## src/hw/esam_regs.vh

```
// constants, timing counts and behaviour overview for the e1 alarm manager
// Overview of operation
// RULE1: urgent on line loss, all selftest, fault, 5v
// RULE2: urgent alarm asserted during power-up
// RULE3: deferred on remote, ais, selftest, converter
// RULE4: service alarm follows urgent or deferred
// RULE5: separate relay outputs for urgent, deferred
// RULE6: cut-off press lights lamp, releases relays
// RULE7: panel indicators stay until fault clears
// RULE8: hold over one second: three-second lamp test
// RULE9: hold over three seconds: show, clear history
// RULE10: history keeps last cleared line alarm per span
// RULE11: sync loss: local alarm and ais at once
// RULE12: urgent after 500-750 ms, retire same
// RULE13: received ais: send ais, deferred later
// RULE14: ais ends: stop at once, retire later
// RULE15: remote bit passes, deferred at once
// RULE16: millisecond timebase and debounced cut-off button
`ifndef ESAM_REGS_VH
`define ESAM_REGS_VH
// ******************************************
// timing figures
// ******************************************
`define ESAM_CLK_MHZ 250
`define ESAM_MS_CYCLES (`ESAM_CLK_MHZ * 1000)
`define ESAM_URG_SET_MS 500
`define ESAM_URG_CLR_MS 500
`define ESAM_DEF_SET_MS 250
`define ESAM_DEF_CLR_MS 250
`define ESAM_HOLD_TEST_MS 1000
`define ESAM_HOLD_HIST_MS 3000
`define ESAM_LAMP_MS 3000
`define ESAM_HIST_SHOW_MS 3000
`define ESAM_POWERUP_MS 750
`define ESAM_DEBOUNCE_MS 20
// history field positions (per span)
`define ESAM_HIST_LOCAL 0
`define ESAM_HIST_AIS 1
`define ESAM_HIST_REM 2
`define ESAM_HIST_W 3
`endif

```

## src/hw/esam_delay.v

```verilog
// set/clear delay filter counting millisecond ticks
`timescale 1ns/10ps
`default_nettype none
module esam_delay #(
    parameter SET_MS = 500,
    parameter CLR_MS = 500,
    parameter CW = 12
) (
    input wire clk,
    input wire rst_n,
    input wire ce,
    input wire ms_tick,
    input wire raw,
    output reg filt_ff
);
    reg [CW-1:0] cnt_ff; // ticks the raw level has disagreed
    // ******************************************
    // filter process
    // ******************************************
    // first tick may be partial, so the wait spans count to count+1 ms
    always @(posedge clk or negedge rst_n) begin
        if (!rst_n) begin
            filt_ff <= 1'b0;
            cnt_ff <= {CW{1'b0}};
        end else if (ce) begin
            if (raw == filt_ff) begin
                cnt_ff <= {CW{1'b0}}; // agreement restarts the window
            end else if (ms_tick) begin
                if (cnt_ff >= (raw ? SET_MS[CW-1:0] : CLR_MS[CW-1:0])) begin
                    filt_ff <= raw;
                    cnt_ff <= {CW{1'b0}};
                end else begin
                    cnt_ff <= cnt_ff + 1'b1;
                end
            end
        end
    end
endmodule
`default_nettype wire

```

## src/hw/esam_top.v

```verilog
// alarm supervision for the dual-port e1 echo canceller
`timescale 1ns/10ps
`default_nettype none
`include "esam_regs.vh"
module esam_top #(
    parameter MS_CYCLES = `ESAM_MS_CYCLES,
    parameter CHANNELS = 30
) (
    input wire ref_clk,
    input wire rst_n,
    input wire clk_en,
    // port conditions, index 0 send-in, 1 receive-in, from framers
    input wire [1:0] sig_loss,
    input wire [1:0] frame_loss,
    input wire [1:0] mf_sync_loss,
    input wire [1:0] ber_excess,
    input wire [1:0] ais_rx,
    input wire [1:0] mf_ais_rx,
    input wire [1:0] remote_alarm_bit_three,
    // self-test and health
    input wire [CHANNELS-1:0] selftest_fail,
    input wire module_fault,
    input wire supply_5v_lost,
    input wire converter_fail,
    // front panel button, a pin
    input wire alarm_cutoff_button,
    // outputs
    output reg urgent_relay_ff,
    output reg deferred_relay_ff,
    output reg service_relay_ff,
    output reg [1:0] ais_send_ff,
    output reg [1:0] remote_send_ff,
    output reg [1:0] local_led_ff,
    output reg [1:0] ais_led_ff,
    output reg [1:0] remote_led_ff,
    output reg selftest_led_ff,
    output reg cutoff_led_ff,
    output reg alarm_history_display_ff
);
    // ******************************************
    // reset and pin synchronisers
    // ******************************************
    reg rst_s1_ff;
    reg rst_s2_ff;
    wire srst_n = rst_s2_ff; // released copy used everywhere
    always @(posedge ref_clk or negedge rst_n) begin
        if (!rst_n) begin
            rst_s1_ff <= 1'b0;
            rst_s2_ff <= 1'b0;
        end else begin
            rst_s1_ff <= 1'b1;
            rst_s2_ff <= rst_s1_ff;
        end
    end
    reg btn_s1_ff; // first stage, read only by second
    reg btn_s2_ff;
    always @(posedge ref_clk or negedge srst_n) begin
        if (!srst_n) begin
            btn_s1_ff <= 1'b0;
            btn_s2_ff <= 1'b0;
        end else if (clk_en) begin
            btn_s1_ff <= alarm_cutoff_button;
            btn_s2_ff <= btn_s1_ff;
        end
    end
    // ******************************************
    // millisecond timebase
    // ******************************************
    reg [17:0] pre_ff; // cycle prescaler
    reg ms_tick_ff; // one-cycle pulse each millisecond
    always @(posedge ref_clk or negedge srst_n) begin
        if (!srst_n) begin
            pre_ff <= 18'h0;
            ms_tick_ff <= 1'b0;
        end else if (clk_en) begin
            if (pre_ff >= MS_CYCLES[17:0] - 18'h1) begin
                pre_ff <= 18'h0;
                ms_tick_ff <= 1'b1; // [RULE16]
            end else begin
                pre_ff <= pre_ff + 18'h1;
                ms_tick_ff <= 1'b0;
            end
        end
    end
    // ******************************************
    // button debounce and hold timing
    // ******************************************
    reg btn_ff; // debounced level
    reg [4:0] deb_ff; // ms the pin has disagreed
    always @(posedge ref_clk or negedge srst_n) begin
        if (!srst_n) begin
            btn_ff <= 1'b0;
            deb_ff <= 5'h0;
        end else if (clk_en) begin
            if (btn_s2_ff == btn_ff) begin
                deb_ff <= 5'h0;
            end else if (ms_tick_ff) begin
                if (deb_ff >= `ESAM_DEBOUNCE_MS) begin
                    btn_ff <= btn_s2_ff; // [RULE16]
                    deb_ff <= 5'h0;
                end else begin
                    deb_ff <= deb_ff + 5'h1;
                end
            end
        end
    end
    // ******************************************
    // cut-off sequencer, one-hot
    // ******************************************
    localparam ST_IDLE = 4'h1; // waiting for a press
    localparam ST_HELD = 4'h2; // button down, timing the hold
    localparam ST_LAMP = 4'h4; // lamp test running
    localparam ST_HIST = 4'h8; // history on the indicators
    reg [3:0] st_ff;
    reg [11:0] hold_ff; // ms held
    reg [11:0] show_ff; // ms into lamp or history display
    reg btn_d_ff; // previous debounced level
    reg aco_ff; // relays silenced
    reg hist_clr_ff; // pulse clears the history store
    wire press = btn_ff & ~btn_d_ff;
    wire any_urg;
    wire any_def;
    always @(posedge ref_clk or negedge srst_n) begin
        if (!srst_n) begin
            st_ff <= ST_IDLE;
            hold_ff <= 12'h0;
            show_ff <= 12'h0;
            btn_d_ff <= 1'b0;
            aco_ff <= 1'b0;
            hist_clr_ff <= 1'b0;
        end else if (clk_en) begin
            btn_d_ff <= btn_ff;
            hist_clr_ff <= 1'b0;
            if (press) begin
                aco_ff <= 1'b1; // [RULE6]
            end else if (!any_urg && !any_def) begin
                aco_ff <= 1'b0; // re-arm once nothing is alarming
            end
            case (st_ff)
                ST_IDLE: begin
                    hold_ff <= 12'h0;
                    if (press) begin
                        st_ff <= ST_HELD;
                    end
                end
                ST_HELD: begin
                    if (!btn_ff) begin
                        // short press only silences; long release picks a mode
                        show_ff <= 12'h0;
                        if (hold_ff > `ESAM_HOLD_HIST_MS) begin
                            st_ff <= ST_HIST; // [RULE9]
                        end else if (hold_ff > `ESAM_HOLD_TEST_MS) begin
                            st_ff <= ST_LAMP; // [RULE8]
                        end else begin
                            st_ff <= ST_IDLE;
                        end
                    end else if (ms_tick_ff && hold_ff != 12'hfff) begin
                        hold_ff <= hold_ff + 12'h1;
                    end
                end
                ST_LAMP: begin
                    if (ms_tick_ff) begin
                        show_ff <= show_ff + 12'h1;
                    end
                    if (show_ff >= `ESAM_LAMP_MS) begin
                        st_ff <= ST_IDLE; // [RULE8]
                    end
                end
                ST_HIST: begin
                    if (ms_tick_ff) begin
                        show_ff <= show_ff + 12'h1;
                    end
                    if (show_ff >= `ESAM_HIST_SHOW_MS) begin
                        hist_clr_ff <= 1'b1; // [RULE9]
                        st_ff <= ST_IDLE;
                    end
                end
                default: begin
                    st_ff <= ST_IDLE;
                end
            endcase
        end
    end
    // ******************************************
    // line condition grading and delays
    // ******************************************
    wire [1:0] sync_lost = sig_loss | frame_loss | mf_sync_loss | ber_excess;
    wire [1:0] ais_in = ais_rx | mf_ais_rx;
    wire [1:0] urg_filt; // delayed sync-loss per port
    wire [1:0] def_filt; // delayed ais per port
    genvar gi;
    generate
        for (gi = 0; gi < 2; gi = gi + 1) begin : g_port
            esam_delay #(
                .SET_MS(`ESAM_URG_SET_MS),
                .CLR_MS(`ESAM_URG_CLR_MS),
                .CW(12)
            ) u_urg (
                .clk(ref_clk),
                .rst_n(srst_n),
                .ce(clk_en),
                .ms_tick(ms_tick_ff),
                .raw(sync_lost[gi]),
                .filt_ff(urg_filt[gi]) // [RULE12]
            );
            esam_delay #(
                .SET_MS(`ESAM_DEF_SET_MS),
                .CLR_MS(`ESAM_DEF_CLR_MS),
                .CW(12)
            ) u_def (
                .clk(ref_clk),
                .rst_n(srst_n),
                .ce(clk_en),
                .ms_tick(ms_tick_ff),
                .raw(ais_in[gi]),
                .filt_ff(def_filt[gi]) // [RULE13] [RULE14]
            );
        end
    endgenerate
    wire all_st_fail = &selftest_fail;
    wire some_st_fail = |selftest_fail;
    assign any_urg = (|urg_filt) | all_st_fail | module_fault | supply_5v_lost; // [RULE1]
    assign any_def = (|remote_alarm_bit_three) | (|def_filt) | some_st_fail
        | converter_fail; // [RULE3] [RULE15]
    // ******************************************
    // power-up urgent window
    // ******************************************
    reg [9:0] pwr_ff; // ms since reset release
    wire pwr_on = pwr_ff < `ESAM_POWERUP_MS;
    always @(posedge ref_clk or negedge srst_n) begin
        if (!srst_n) begin
            pwr_ff <= 10'h0;
        end else if (clk_en && ms_tick_ff && pwr_on) begin
            pwr_ff <= pwr_ff + 10'h1; // [RULE2]
        end
    end
    // ******************************************
    // history store, one entry per span
    // ******************************************
    reg [`ESAM_HIST_W-1:0] hist_ff [0:1]; // last cleared alarm per span
    reg [1:0] loc_d_ff;
    reg [1:0] ais_d_ff;
    reg [1:0] rem_d_ff;
    reg st_hist_ff; // remembered self-test failure
    integer k;
    always @(posedge ref_clk or negedge srst_n) begin
        if (!srst_n) begin
            hist_ff[0] <= 3'h0;
            hist_ff[1] <= 3'h0;
            loc_d_ff <= 2'h0;
            ais_d_ff <= 2'h0;
            rem_d_ff <= 2'h0;
            st_hist_ff <= 1'b0;
        end else if (clk_en) begin
            loc_d_ff <= sync_lost;
            ais_d_ff <= ais_in;
            rem_d_ff <= remote_alarm_bit_three;
            if (some_st_fail) begin
                st_hist_ff <= 1'b1; // new failure wins over a clear
            end else if (hist_clr_ff) begin
                st_hist_ff <= 1'b0;
            end
            for (k = 0; k < 2; k = k + 1) begin
                // a clearing edge overwrites; it also wins over the clear
                if (loc_d_ff[k] & ~sync_lost[k]) begin
                    hist_ff[k] <= 3'h1 << `ESAM_HIST_LOCAL; // [RULE10]
                end else if (ais_d_ff[k] & ~ais_in[k]) begin
                    hist_ff[k] <= 3'h1 << `ESAM_HIST_AIS; // [RULE10]
                end else if (rem_d_ff[k] & ~remote_alarm_bit_three[k]) begin
                    hist_ff[k] <= 3'h1 << `ESAM_HIST_REM; // [RULE10]
                end else if (hist_clr_ff) begin
                    hist_ff[k] <= 3'h0; // [RULE9]
                end
            end
        end
    end
    // ******************************************
    // output registers
    // ******************************************
    wire lamp = (st_ff == ST_LAMP);
    wire show = (st_ff == ST_HIST);
    wire urg = any_urg | pwr_on;
    always @(posedge ref_clk or negedge srst_n) begin
        if (!srst_n) begin
            urgent_relay_ff <= 1'b1; // alarm shown while starting up
            deferred_relay_ff <= 1'b0;
            service_relay_ff <= 1'b1;
            ais_send_ff <= 2'h0;
            remote_send_ff <= 2'h0;
            local_led_ff <= 2'h0;
            ais_led_ff <= 2'h0;
            remote_led_ff <= 2'h0;
            selftest_led_ff <= 1'b0;
            cutoff_led_ff <= 1'b0;
            alarm_history_display_ff <= 1'b0;
        end else if (clk_en) begin
            // power-up alarm ignores cut-off so it is always seen
            urgent_relay_ff <= pwr_on | (any_urg & ~aco_ff); // [RULE2] [RULE5] [RULE6]
            deferred_relay_ff <= any_def & ~aco_ff; // [RULE5] [RULE6]
            service_relay_ff <= pwr_on | ((urg | any_def) & ~aco_ff); // [RULE4]
            ais_send_ff <= sync_lost | ais_in; // [RULE11] [RULE13] [RULE14]
            remote_send_ff <= remote_alarm_bit_three; // [RULE15]
            cutoff_led_ff <= aco_ff | lamp; // [RULE6]
            alarm_history_display_ff <= show;
            if (lamp) begin
                local_led_ff <= 2'h3; // [RULE8]
                ais_led_ff <= 2'h3;
                remote_led_ff <= 2'h3;
                selftest_led_ff <= 1'b1;
            end else if (show) begin
                local_led_ff <= {hist_ff[1][`ESAM_HIST_LOCAL], hist_ff[0][`ESAM_HIST_LOCAL]};
                ais_led_ff <= {hist_ff[1][`ESAM_HIST_AIS], hist_ff[0][`ESAM_HIST_AIS]};
                remote_led_ff <= {hist_ff[1][`ESAM_HIST_REM], hist_ff[0][`ESAM_HIST_REM]};
                selftest_led_ff <= st_hist_ff; // [RULE9]
            end else begin
                // panel follows the faults, untouched by cut-off
                local_led_ff <= sync_lost; // [RULE7] [RULE11]
                ais_led_ff <= ais_in; // [RULE7]
                remote_led_ff <= remote_alarm_bit_three; // [RULE7]
                selftest_led_ff <= some_st_fail;
            end
        end
    end
endmodule
`default_nettype wire

```

## config.mk

```make
export PLATFORM = sky130hd
export DESIGN_NAME = esam_top
export DESIGN_NICKNAME = d
export VERILOG_FILES = /design/src/hw/esam_delay.v /design/src/hw/esam_top.v
export VERILOG_INCLUDE_DIRS = /design/src /design/src/hw
export SDC_FILE = /design/constraint.sdc
export NUM_CORES = 1
export LEC_CHECK = 0
export BUFFER_PORTS_ARGS = -buffer_cell sky130_fd_sc_hd__buf_2
export CORE_ASPECT_RATIO = 1.2
export CORE_UTILIZATION = 44
export CTS_BUF_LIST = sky130_fd_sc_hd__clkbuf_4
export CTS_CLUSTER_SIZE = 20
export DETAILED_ROUTE_END_ITERATION = 10
export GPL_TIMING_DRIVEN = 0
export PLACE_DENSITY = 0.6
export SLEW_MARGIN = 30
export SYNTH_ARGS = -nofsm -noshare
export SYNTH_HDL_FRONTEND = slang
export SYNTH_HIERARCHICAL = 1
export SYNTH_SLANG_ARGS = --single-unit
```

## constraint.sdc

```tcl
create_clock -name ref_clk -period 4.9 [get_ports ref_clk]
set_input_delay 0.245 -clock ref_clk [delete_from_list [all_inputs] [get_ports ref_clk]]
set_output_delay 0.245 -clock ref_clk [all_outputs]
set_load 0.02 [all_outputs]
```

Yosys cells after proc, flatten, opt, wreduce, memory -nomap -nowiden:

Index checks and enable logic that the tools add are counted.
Widths: inputs -> output; s select.

* multipliers: 0
* $lt $le $gt $ge: 10
* shift operators: 0
* reduce and logical (&&, ||, !) cells: 40
* bitwise gates (word level): 39
* add/subtract/negate cells: 9
* eq/ne operators: 16
* multiplexer cells: 50
* divide/modulo/power cells: 0

Operators by type and width (count)
* $mux 12: 16
* $add 12x1->12 const B: 6
* $pmux 12 s2: 2
* $reduce_and 4->1: 8
* $reduce_and 30->1: 1
* $reduce_or 30->1: 1
* $ge 12x8->1 const B: 2
* $ge 12x9->1 const B: 2
* $mux 3: 8
* $add 18x1->18 const B: 1
* $ge 18x18->1 const B: 1
* $mux 18: 1
* $reduce_and 2->1: 9
* $reduce_bool 2->1: 9
* $mux 4: 4
* $mux 5: 3
* $not 1->1: 13
* $ge 12x12->1 const B: 1
* $gt 12x10->1 const B: 1
* $gt 12x12->1 const B: 1
* $mux 2: 6
* $ne 12x12->1 const B: 1
* $pmux 4 s3: 1
* $or 1x1->1: 11
* other kinds (18): 55

* output and inout port bits: 16
* ROM bits: 0
* latch bits: 0
* memories: 0
* register bits after elaboration: 149
* bits in writable memories: 0

Depth between registers and ports, before layout:

Gate-level depths: netlist (run 1).

* word-level depth: 8
* gate-level depth with buffers: 8

Cells and area by module:

Netlist (run 1), hierarchy kept.

By module, submodules not included
* esam_top: instances 1, sequential area each 2431.1 um^2, area each 4973.5 um^2, cells an instance 513
* esam_delay at g_port[0].u_urg ...: instances 2, sequential area each 325.3 um^2, area each 700.7 um^2, cells an instance 69
* esam_delay at g_port[0].u_def ...: instances 2, sequential area each 325.3 um^2, area each 665.6 um^2, cells an instance 62

Worst setup path before layout (run 1):

No wires, ideal clock.

* path kind: register -> register
* start point: reg ms_tick_ff
* end point: reg hold_ff[11]
* stages on the path, launching flop included: 7
* required time: 4.822 ns
* arrival: 2.267 ns
* period minus slack after synthesis: 2.345 ns
* path slack: 2.555 ns
* setup time: 0.078 ns
* buffers on the path: 1
* cell sequence: dfrtp_1 buf_2 nand4b_1 a2111oi_4 o211ai_4 or4_1 a21oi_1

* word-level cells in the longest chain between the ends: 3

RTL lines
* start, declared: RTL line esam_top.v:70 `reg ms_tick_ff;`
* start signal, assigned: RTL line esam_top.v:74 `ms_tick_ff <= 1'b0;`
* start signal, assigned: RTL line esam_top.v:78 `ms_tick_ff <= 1'b1;`
* start signal, assigned: RTL line esam_top.v:81 `ms_tick_ff <= 1'b0;`
* $logic_and 1x1->1: RTL line esam_top.v:157 `end else if (ms_tick_ff && hold_ff != 12'hfff) begin`
* $ne 2x2->1 (no line)
* $reduce_and 4->1 (no line)
* end signal, assigned: RTL line esam_top.v:158 `hold_ff <= hold_ff + 12'h1;`
* end, declared: RTL line esam_top.v:115 `reg [11:0] hold_ff;`

Every way passes these cells.
A chain may end at the register's enable or synchronous reset.

Final worst setup path (run 1):

Ends and elaborated chain as after synthesis.

==> results.md, run 1 <==
| Stage | Parameter | Reported |
|---|---|---|
| synth | Most instantiated flip-flop cell in the synthesis netlist | sky130_fd_sc_hd__dfrtp_1 |
| routing | Wire length after detailed routing | 17,700 um |
| routing | Residual DRC count | 0 |
| clocking | Number of H-tree levels | 4 |
| clocking | Total CTS buffers | 17 |
| floorplan | Die extent in x | 123 um |
| synth | Largest family of logic cells by synthesized area | simple AND/OR/NAND/NOR gates |
| clocking | Post-cts gate resize count | 0 |
| global routing | Routing layer with the top usage in global route | met2 |
| finish | Number of fillers in the final layout | 1,585 |
| synth | Synth area leader | sky130_fd_sc_hd__dfrtp_1 |
| routing | DRT antenna net count | 0 |
| global routing | First-pass GRT wire length | 29,800 um |
| clocking | TritonCTS Sinks | 149 |
| finish | Number of nets in the finished design | 935 |
| global routing | Met3 track utilization from global routing | 4.08% |
| clocking | Post-CTS Hold Fix Bufs | 5 |
| floorplan | Std-Cell Rows | 52 |
| pwr | Combinational cell fraction of total power | 15.5% |
| timing | Setup repair after global routing missed its margin | false |
| pwr | Leakage Power | 3.85 nW |
| floorplan | Die boundary height | 147 um |
| clocking | Root buffer selected by CTS | sky130_fd_sc_hd__clkbuf_4 |
| flow run | Max-capacitance violation count | 0 |
| run status | Status | finished clean |
| global routing | Vias in the first global route | 6,165 |
| critical path | Critical path data required time | 5.37 ns |
| synth | Portion of netlist area occupied by mux cells | 2.87% |
| synth | Main area contributors after synthesis | sky130_fd_sc_hd__dfrtp_1, sky130_fd_sc_hd__nor2_1, sky130_fd_sc_hd__nand2_1 |
| critical path | CP Data Arrival Time | 3.48 ns |
| global routing | Pin count of the biggest net entering global routing | 51 |
| critical path | Classification of the worst setup path | flip-flop to flip-flop |
| synth | Area of the mapped netlist | 7710 um2 |
| timing | Max-slew violation count | 0 |
| routing | Total number of vias | 6,214 |
| synth | Post-Synth Adder-Cell Area | 2.60% |
| clocking | Post-CTS setup buffer count | 0 |
| clocking | Worst-Skew Late Latency | 0.54 ns |
| place | Routability-driven placement congestion ratio | 0.817 |
| critical path | Element type at the critical path end | flip-flop |
| finish | FF/Latch Area | 3740 um2 |
| routing | Routed length per placed instance | 16.2 um |
| synth | Top cell type's share of synthesized area | 47.4% |
| pwr | Internal power | 1.67 mW |
| place | Number of port buffers | 66 |
| global routing | Met2 usage in global routing | 35.3% |
| synth | Cells after synthesis | 775 |
| routing | Number of DRC markers after the initial detailed-route iteration | 373 |
| floorplan | CORE AREA | 17,000 um2 |
| synth | Number of synthesized flops with an enable pin | 0 |
| pwr | Power density of the placed cells | 277 nW/um2 |
| timing | FMAX | 0.332 GHz |
| synth | Compound-cell area share of the yosys netlist | 17.2% |
| clocking | Maximum count of clock buffers along a single path | 2 |
| worst hold path | Hold Path Class | input pin to flip-flop |
| synth | Fraction of the mapped netlist area in simple logic gates | 21.5% |
| pwr | Overall power after layout | 2.39 mW |
| timing | Final count of hold timing violations | 0 |
| critical path | Launching element type of the critical path | flip-flop |
| floorplan | Initial Utilization | 45.4% |
| floorplan | Ports placed on the boundary | 67 |
| global routing | Initial antenna violation count | 1 |
| floorplan | Die Area | 18,000 um2 |
| global routing | Congestion Overflow GR | 0 |
| clocking | Clock transition time at the flip-flop clock pins of the worst setup and hold paths | 0.11 ns |
| global routing | Global Route Usage Sum | 21.0% |
| pwr | Switching part of the total power | 30.4% |
| synth | Async SR Flop Fraction | 100% |
| clocking | TritonCTS clock tree | done |
| finish | Area taken by multi-input logic gates | 3810 um2 |
| synth | Number of flip-flops and latches in the synthesized netlist | 149 |
| timing | Sum of negative setup slack | 0 ns |
| pwr | Maximum resistive drop on vdd | 0.000170 V |
| finish | Final Instance Count excl. Fillers | 1,095 |
| synth | Net count after synthesis | 842 |
| timing | Transition at the pin with the smallest max-transition slack | 0.787 ns |
| finish | Area Growth Syn to Fin | 12.2% |
| global routing | GRT met1 Usage | 27.1% |
| routing | Ratio of routed vias to standard cells | 5.67 |
| timing | Post-layout minimum cycle time | 3.01 ns |
| place | Cell Count Post-Placement | 1,060 |
| timing | Tightest slew margin relative to the limit | 47.5% |
| pwr | Switching power total | 0.728 mW |
| pwr | Clock network fraction of total power | 25.4% |
| routing | Detailed-routing iteration count for the pre-antenna-repair pass | 4 |
| critical path | Worst-path fanout max | 19 |
| timing | Clock Skew | 0.0117 ns |
| pwr | Seq pwr share | 59.2% |
| synth | Synth Area in XOR/XNOR | 5.08% |
| timing | Fin crit share | 61.4% |
| timing | Setup-failing EPs final | 0 |
| finish | Fraction of final layout cells with drive strength greater than 1 | 18.0% |
| synth | Part of the Yosys area used for sequential elements | 48.4% |
| finish | Final core occ | 50.9% |
| place | Half-perimeter wire length after detailed placement | 12,800 um |
| synth | Synth warn | 6 |
| synth | Number of different library cells in the post-synthesis netlist | 71 |
| synth | Average cell area after synthesis | 9.94 um2 |
-- per-stage QoR --
step / setup slack, ns / hold WS (ns) / instance area, um2
2_1_floorplan: 0.446 / -0.0506 / 7710
3_3_place_gp: -1.30 / 0.0297 / 8310
3_5_place_dp: 1.92 / 0.0320 / 8400
4_1_cts: 1.92 / 0.0184 / 8640
5_1_grt: 1.76 / 0.0177 / 8640
6_report: 1.89 / 0.0508 / 8640
-- power groups by stage --
stage / clock network [mW] / registers [mW] / logic, mW
2_1_floorplan: 0 / 1.43 / 0.239
3_3_place_gp: 0 / 1.45 / 0.330
3_5_place_dp: 0 / 1.44 / 0.370
4_1_cts: 0.634 / 1.42 / 0.374
5_1_grt: 0.690 / 1.43 / 0.415
6_report: 0.607 / 1.42 / 0.370
-- Yosys cell counts, types with 4 or more instances --
master	instances
sky130_fd_sc_hd__or4_4	7
sky130_fd_sc_hd__and2_1	15
sky130_fd_sc_hd__o21ba_2	4
sky130_fd_sc_hd__a31o_2	4
sky130_fd_sc_hd__a21o_1	6
sky130_fd_sc_hd__buf_2	5
sky130_fd_sc_hd__o21bai_1	4
sky130_fd_sc_hd__dfrtp_1	146
sky130_fd_sc_hd__o211ai_1	8
sky130_fd_sc_hd__clkbuf_1	9
sky130_fd_sc_hd__nor4_1	17
sky130_fd_sc_hd__nand4_1	25
sky130_fd_sc_hd__o2111ai_1	4
sky130_fd_sc_hd__o2bb2ai_1	4
sky130_fd_sc_hd__o31ai_1	8
sky130_fd_sc_hd__a41oi_1	4
sky130_fd_sc_hd__nor3_1	17
sky130_fd_sc_hd__or3_1	12
sky130_fd_sc_hd__xor2_1	24
sky130_fd_sc_hd__mux2_2	15
sky130_fd_sc_hd__xnor2_1	17
sky130_fd_sc_hd__o21ai_2	5
sky130_fd_sc_hd__a31oi_1	7
sky130_fd_sc_hd__ha_1	16
sky130_fd_sc_hd__nand3_1	25
sky130_fd_sc_hd__and4_1	7
sky130_fd_sc_hd__inv_1	30
sky130_fd_sc_hd__nand2_1	59
sky130_fd_sc_hd__a22o_1	12
sky130_fd_sc_hd__nor4b_1	4
sky130_fd_sc_hd__a21oi_1	36
sky130_fd_sc_hd__o21ai_1	10
sky130_fd_sc_hd__nor2_1	74
sky130_fd_sc_hd__and2_2	4
sky130_fd_sc_hd__and3_1	19
sky130_fd_sc_hd__o21a_1	8
sky130_fd_sc_hd__o21ai_0	44
sky130_fd_sc_hd__nor2b_1	8
-- state kept, by name, summed over array words and instances, names as in the netlist, 2 cells and up --
name and flops:
g_port.u_urg/filt_ff 2, g_port.u_urg/cnt_ff 24, local_led_ff 2, remote_send_ff 2
show_ff 12, ais_send_ff 2, st_ff 4, ais_led_ff 2
hist_ff 6, ais_d_ff 2, deb_ff 5, remote_led_ff 2
pwr_ff 10, loc_d_ff 2, pre_ff 18, g_port.u_def/filt_ff 2
hold_ff 12, g_port.u_def/cnt_ff 24
-- metal layers --
layer	vias to the layer above	wire [um]	part of all wire [%]
li1	3029	-	-
met4	0	238	1.3
met2	102	8690	49
met5	-	0	0
met3	24	557	3.1
met1	3059	8210	46
-- area by class of cell --
type	count	area share [%]
well taps	216	3.13
flip-flops and latches	149	43.2
plain buffers	16	0.767
inverters	30	1.30
diodes	1	0.0290
multi-input cells	580	44.1
clock buffers	20	1.74
repair buffers	74	5.27
clock inverters	9	0.492
-- cell usage in the layout (no fill, tap or decap), drive strengths merged, types with 10 or more instances in the layout --
master	n
or3	12
xnor2	19
and2	19
a22o	12
a21oi	38
nor2	74
nor4	17
nand4	26
or4	10
ha	16
and3	19
nand3	25
xor2	24
buf	76
nor3	18
mux2	17
o211ai	11
clkbuf	29
nand2	59
dfrtp	146
inv	30
o21ai	59
-- worst paths after layout --
| kind | end | slack, ns | startpoint | cells after the start |
|---|---|---|---|---|
| worst min-delay path | loc_d_ff[1] | 0.05 | ber_excess[1] | 3 |
| max in group asynchronous | urgent_relay_ff | 3.79 | rst_s2_ff | 2 |
| worst max-delay path | hold_ff[11] | 1.89 | ms_tick_ff | 6 |
| worst max register to register | hold_ff[11] | 1.89 | ms_tick_ff | 6 |
| min in group asynchronous | g_port[1].u_def/cnt_ff[11] | 0.25 | rst_s2_ff | 0 |
| worst min register to register | g_port[1].u_def/cnt_ff[11] | 0.25 | rst_s2_ff | 0 |
-- worst max-delay path, stage by stage, from the launching register on --
cell	delay, ns
sky130_fd_sc_hd__dfrtp_1	0.87
sky130_fd_sc_hd__buf_2	0.37
sky130_fd_sc_hd__nand4b_1	0.19
sky130_fd_sc_hd__a2111oi_4	0.69
sky130_fd_sc_hd__o211ai_4	0.21
sky130_fd_sc_hd__or4_1	0.45
sky130_fd_sc_hd__a21oi_1	0.15
-- cell families after synthesis --
| group | count (synthesis) |
|---|---|
| flops | 149 |
| other cells | 1 |
| mux | 20 |
| fa+ha+maj | 16 |
| buf+inv | 46 |
| compound gates | 191 |
| xor+xnor | 43 |
| simple gates | 309 |
Note: power is estimated with default switching activity, not from simulation.
==> run 2: changes to the inputs <==
- clock period: 4.9 -> 2.95 ns (I/O delays scaled with it)
==> run 2 against run 1 <==
Combinational power is 72% higher. Design area is 2.8% higher. Clock power is 130% higher. Die area stayed put. Sequential cell count stayed put. Via count is 0.80% higher. Non-clock buffer count is 12 higher. Critical endpoint unchanged.
==> results.md, run 2 (synthesized netlist as in run 1, its figures left out) <==
| Stage | Parameter | Reported | Change |
|---|---|---|---|
| place | Half-perimeter wire length after detailed placement | 12,500 um | was 12,800 um |
| timing | Final count of hold timing violations | 0 | unchanged |
| timing | Fin crit share | 89.9% | was 61.4% |
| routing | Met2 routed WL | 8820 um | was 8690 um |
| routing | Routed length per placed instance | 16.1 um | was 16.2 um |
| timing | Tightest slew margin relative to the limit | 38.3% | was 47.5% |
| clocking | Worst-Skew Late Latency | 0.56 ns | was 0.54 ns |
| timing | Sum of negative setup slack | 0 ns | unchanged |
| worst hold path | Number of cells on the worst hold path | 5 | was 3 |
| finish | Fraction of final layout cells with drive strength greater than 1 | 18.4% | was 18.0% |
| finish | Most common cell after layout, fill and taps aside | sky130_fd_sc_hd__dfrtp_1 | unchanged |
| pwr | Switching power total | 1.28 mW | was 0.728 mW |
| pwr | Switching part of the total power | 29.0% | was 30.4% |
| critical path | Setup slack, reg-to-reg | 0.30 ns | was 1.89 ns |
| floorplan | Die Area | 18,000 um2 | unchanged |
| pwr | Internal power | 3.13 mW | was 1.67 mW |
| critical path | Count of buffering cells on the critical path with inverters included | 1 | unchanged |
| finish | Design area | 8880 um2 | was 8640 um2 |
| finish | Area Growth Syn to Fin | 15.3% | was 12.2% |
| clocking | Root buffer selected by CTS | sky130_fd_sc_hd__clkbuf_4 | unchanged |
| clocking | Maximum count of clock buffers along a single path | 2 | unchanged |
| finish | Commonest cells after routing, fill and taps aside | sky130_fd_sc_hd__dfrtp_1, sky130_fd_sc_hd__nor2_1, sky130_fd_sc_hd__buf_2 | unchanged |
| timing | Clock Skew | 0.0177 ns | was 0.0117 ns |
| worst hold path | Hold Path Class | input pin to flip-flop | unchanged |
| critical path | Crit path cell chain | buf_2, nand4b_1, a2111oi_4, o211ai_4, or4_1, a21oi_1 | unchanged |
| clocking | Total CTS buffers | 17 | unchanged |
| global routing | Vias in the first global route | 6,261 | was 6,165 |
| place | Worst Setup Slack post-DPL | 0.0578 ns | was 1.92 ns |
| clocking | Clock transition time at the flip-flop clock pins of the worst setup and hold paths | 0.13 ns | was 0.11 ns |
| finish | Top Registers | g_port.u_def/cnt_ff: 24 flops, g_port.u_urg/cnt_ff: 24 flops, pre_ff: 18 flops | unchanged |
| worst hold path | Startpoint of the worst hold path | mf_sync_loss[0] | was ber_excess[1] |
| critical path | Critical path data required time | 3.45 ns | was 5.37 ns |
| timing | Setup-failing EPs final | 0 | unchanged |
| place | Post-DP Area | 8400 um2 | about the same |
| clocking | Post-CTS setup buffer count | 0 | unchanged |
| routing | Total number of vias | 6,264 | was 6,214 |
| floorplan | Std-Cell Rows | 52 | unchanged |
| place | Cell Count Post-Placement | 1,060 | unchanged |
| routing | Residual DRC count | 0 | unchanged |
| finish | Number of nets in the finished design | 947 | was 935 |
| global routing | Global Route Usage Sum | 21.4% | was 21.0% |
| timing | Final Hold Slack | 0.0330 ns | was 0.0508 ns |
| timing | Post-layout minimum cycle time | 2.65 ns | was 3.01 ns |
| timing | FMAX | 0.377 GHz | was 0.332 GHz |
| floorplan | CORE AREA | 17,000 um2 | unchanged |
| critical path | Classification of the worst setup path | flip-flop to flip-flop | unchanged |
| critical path | R2R Path End | hold_ff[11] | unchanged |
| finish | Final Instance Count excl. Fillers | 1,110 | was 1,095 |
| routing | Met3 wirelength from detailed routing | 720 um | was 557 um |
| critical path | Launching element type of the critical path | flip-flop | unchanged |
| critical path | Cell count of the worst reg-to-reg path | 6 | unchanged |
| pwr | Seq pwr share | 53.3% | was 59.2% |
| critical path | Critical Path Slowest Stage Cell | sky130_fd_sc_hd__dfrtp_2 | was sky130_fd_sc_hd__dfrtp_1 |
| global routing | Initial antenna violation count | 1 | unchanged |
| place | Number of port buffers | 66 | unchanged |
| routing | Detailed-routing iteration count for the pre-antenna-repair pass | 5 | was 4 |
| floorplan | Ports placed on the boundary | 67 | unchanged |
| timing | Transition at the pin with the smallest max-transition slack | 0.917 ns | was 0.787 ns |
| pwr | Overall power after layout | 4.41 mW | was 2.39 mW |
| pwr | Leakage Power | 3.96 nW | was 3.85 nW |
| critical path | Worst-path fanout max | 19 | unchanged |
| timing | Setup repair after global routing missed its margin | false | unchanged |
| finish | Final core occ | 52.3% | was 50.9% |
| worst hold path | Min-Delay Endpoint | local_led_ff[0] | was loc_d_ff[1] |
| clocking | Number of H-tree levels | 4 | unchanged |
| critical path | Delay of the slowest cell on the worst path | 0.66 ns | was 0.87 ns |
| global routing | Congestion Overflow GR | 0 | unchanged |
| floorplan | Die boundary height | 147 um | unchanged |
| place | Routability-driven placement congestion ratio | 0.809 | was 0.817 |
| pwr | Clock network fraction of total power | 32.2% | was 25.4% |
| floorplan | Initial Utilization | 45.4% | unchanged |
| global routing | First-pass GRT wire length | 30,300 um | was 29,800 um |
| flow run | Max-capacitance violation count | 0 | unchanged |
| pwr | Power density of the placed cells | 496 nW/um2 | was 277 nW/um2 |
| routing | Top layer in use | met4 | unchanged |
| pwr | Maximum resistive drop on vdd | 0.000251 V | was 0.000170 V |
| critical path | CP Data Arrival Time | 3.15 ns | was 3.48 ns |
| pwr | Combinational cell fraction of total power | 14.4% | was 15.5% |
| critical path | Worst r2r src | ms_tick_ff | unchanged |
| clocking | TritonCTS Sinks | 149 | unchanged |
| floorplan | Die extent in x | 123 um | unchanged |
| critical path | Gate family responsible for the most delay along the worst path | compound AO/OA/AOI/OAI gates | unchanged |
| timing | Max-slew violation count | 0 | unchanged |
| routing | Number of DRC markers after the initial detailed-route iteration | 409 | was 373 |
| routing | DRT antenna net count | 0 | unchanged |
| critical path | Element type at the critical path end | flip-flop | unchanged |
| routing | Met1 Wirelength | 8080 um | was 8210 um |
| timing | Final critical-path setup slack | 0.297 ns | was 1.89 ns |
| clocking | TritonCTS clock tree | done | unchanged |
| global routing | Pin count of the biggest net entering global routing | 49 | was 51 |
| routing | Ratio of routed vias to standard cells | 5.64 | was 5.67 |
| routing | Wire length after detailed routing | 17,900 um | was 17,700 um |
| run status | Status | finished clean | unchanged |
[run 2: changes by cell type in the layout (fill, tap and decap cells not counted), sizes merged]
cell and delta:
dlygate4sd3 +12, bufinv +4, clkinv -4, clkinvlp +2, diode +1
[run 2: worst register-to-register path, stage by stage, from the launching register on]
cell and delay [ns]:
sky130_fd_sc_hd__dfrtp_2 0.66, sky130_fd_sc_hd__buf_2 0.32, sky130_fd_sc_hd__nand4b_1 0.18, sky130_fd_sc_hd__a2111oi_4 0.66, sky130_fd_sc_hd__o211ai_4 0.20, sky130_fd_sc_hd__or4_1 0.43
sky130_fd_sc_hd__a21oi_1 0.14
[run 2: worst max path at each step]
stage	startpoint	to	slack (ns)	cells past startpoint
after floorplan	rst_s2_ff	aco_ff	0.48	0
after CTS	ms_tick_ff	hold_ff[11]	0.03	6
final	ms_tick_ff	hold_ff[11]	0.30	6
after global routing	ms_tick_ff	hold_ff[7]	0.15	6
after detailed placement	ms_tick_ff	hold_ff[11]	0.06	6
after global placement	rst_s2_ff	g_port[1].u_urg/cnt_ff[4]	-0.46	0
[run 2: cell type report]
cell class | count | area, um2
fill | 1543 | 8100
timing repair buffer | 86 | 583
tap | 216 | 270
multi-input combinational | 580 | 3800
buffer | 16 | 66.3
inverter | 30 | 113
clock inverter | 11 | 159
clock buffer | 20 | 150
antenna | 2 | 5.00
sequential | 149 | 3740
[run 2: layer usage]
layer / vias to the layer above / track usage, %
met5: - / 0
met1: 3057 / 27.4
met2: 130 / 35.4
met4: 0 / 6.71
li1: 3055 / -
met3: 22 / 4.85
[run 2: timing repair]
| item | 4_1_cts | 5_1_grt |
|---|---|---|
| endpoints found under the setup margin | 0 | 4 |
| resized for setup | 0 | 1 |
| endpoints found under the hold margin | 17 | 0 |
| hold buffers | 17 | 0 |
[run 2: power groups by stage]
stage	combinational, mW	clock, mW	sequential (mW)
2_1_floorplan	0.397	0	2.38
3_3_place_gp	0.552	0	2.41
3_5_place_dp	0.622	0	2.39
4_1_cts	0.641	1.46	2.35
5_1_grt	0.715	1.54	2.38
6_report	0.636	1.42	2.35
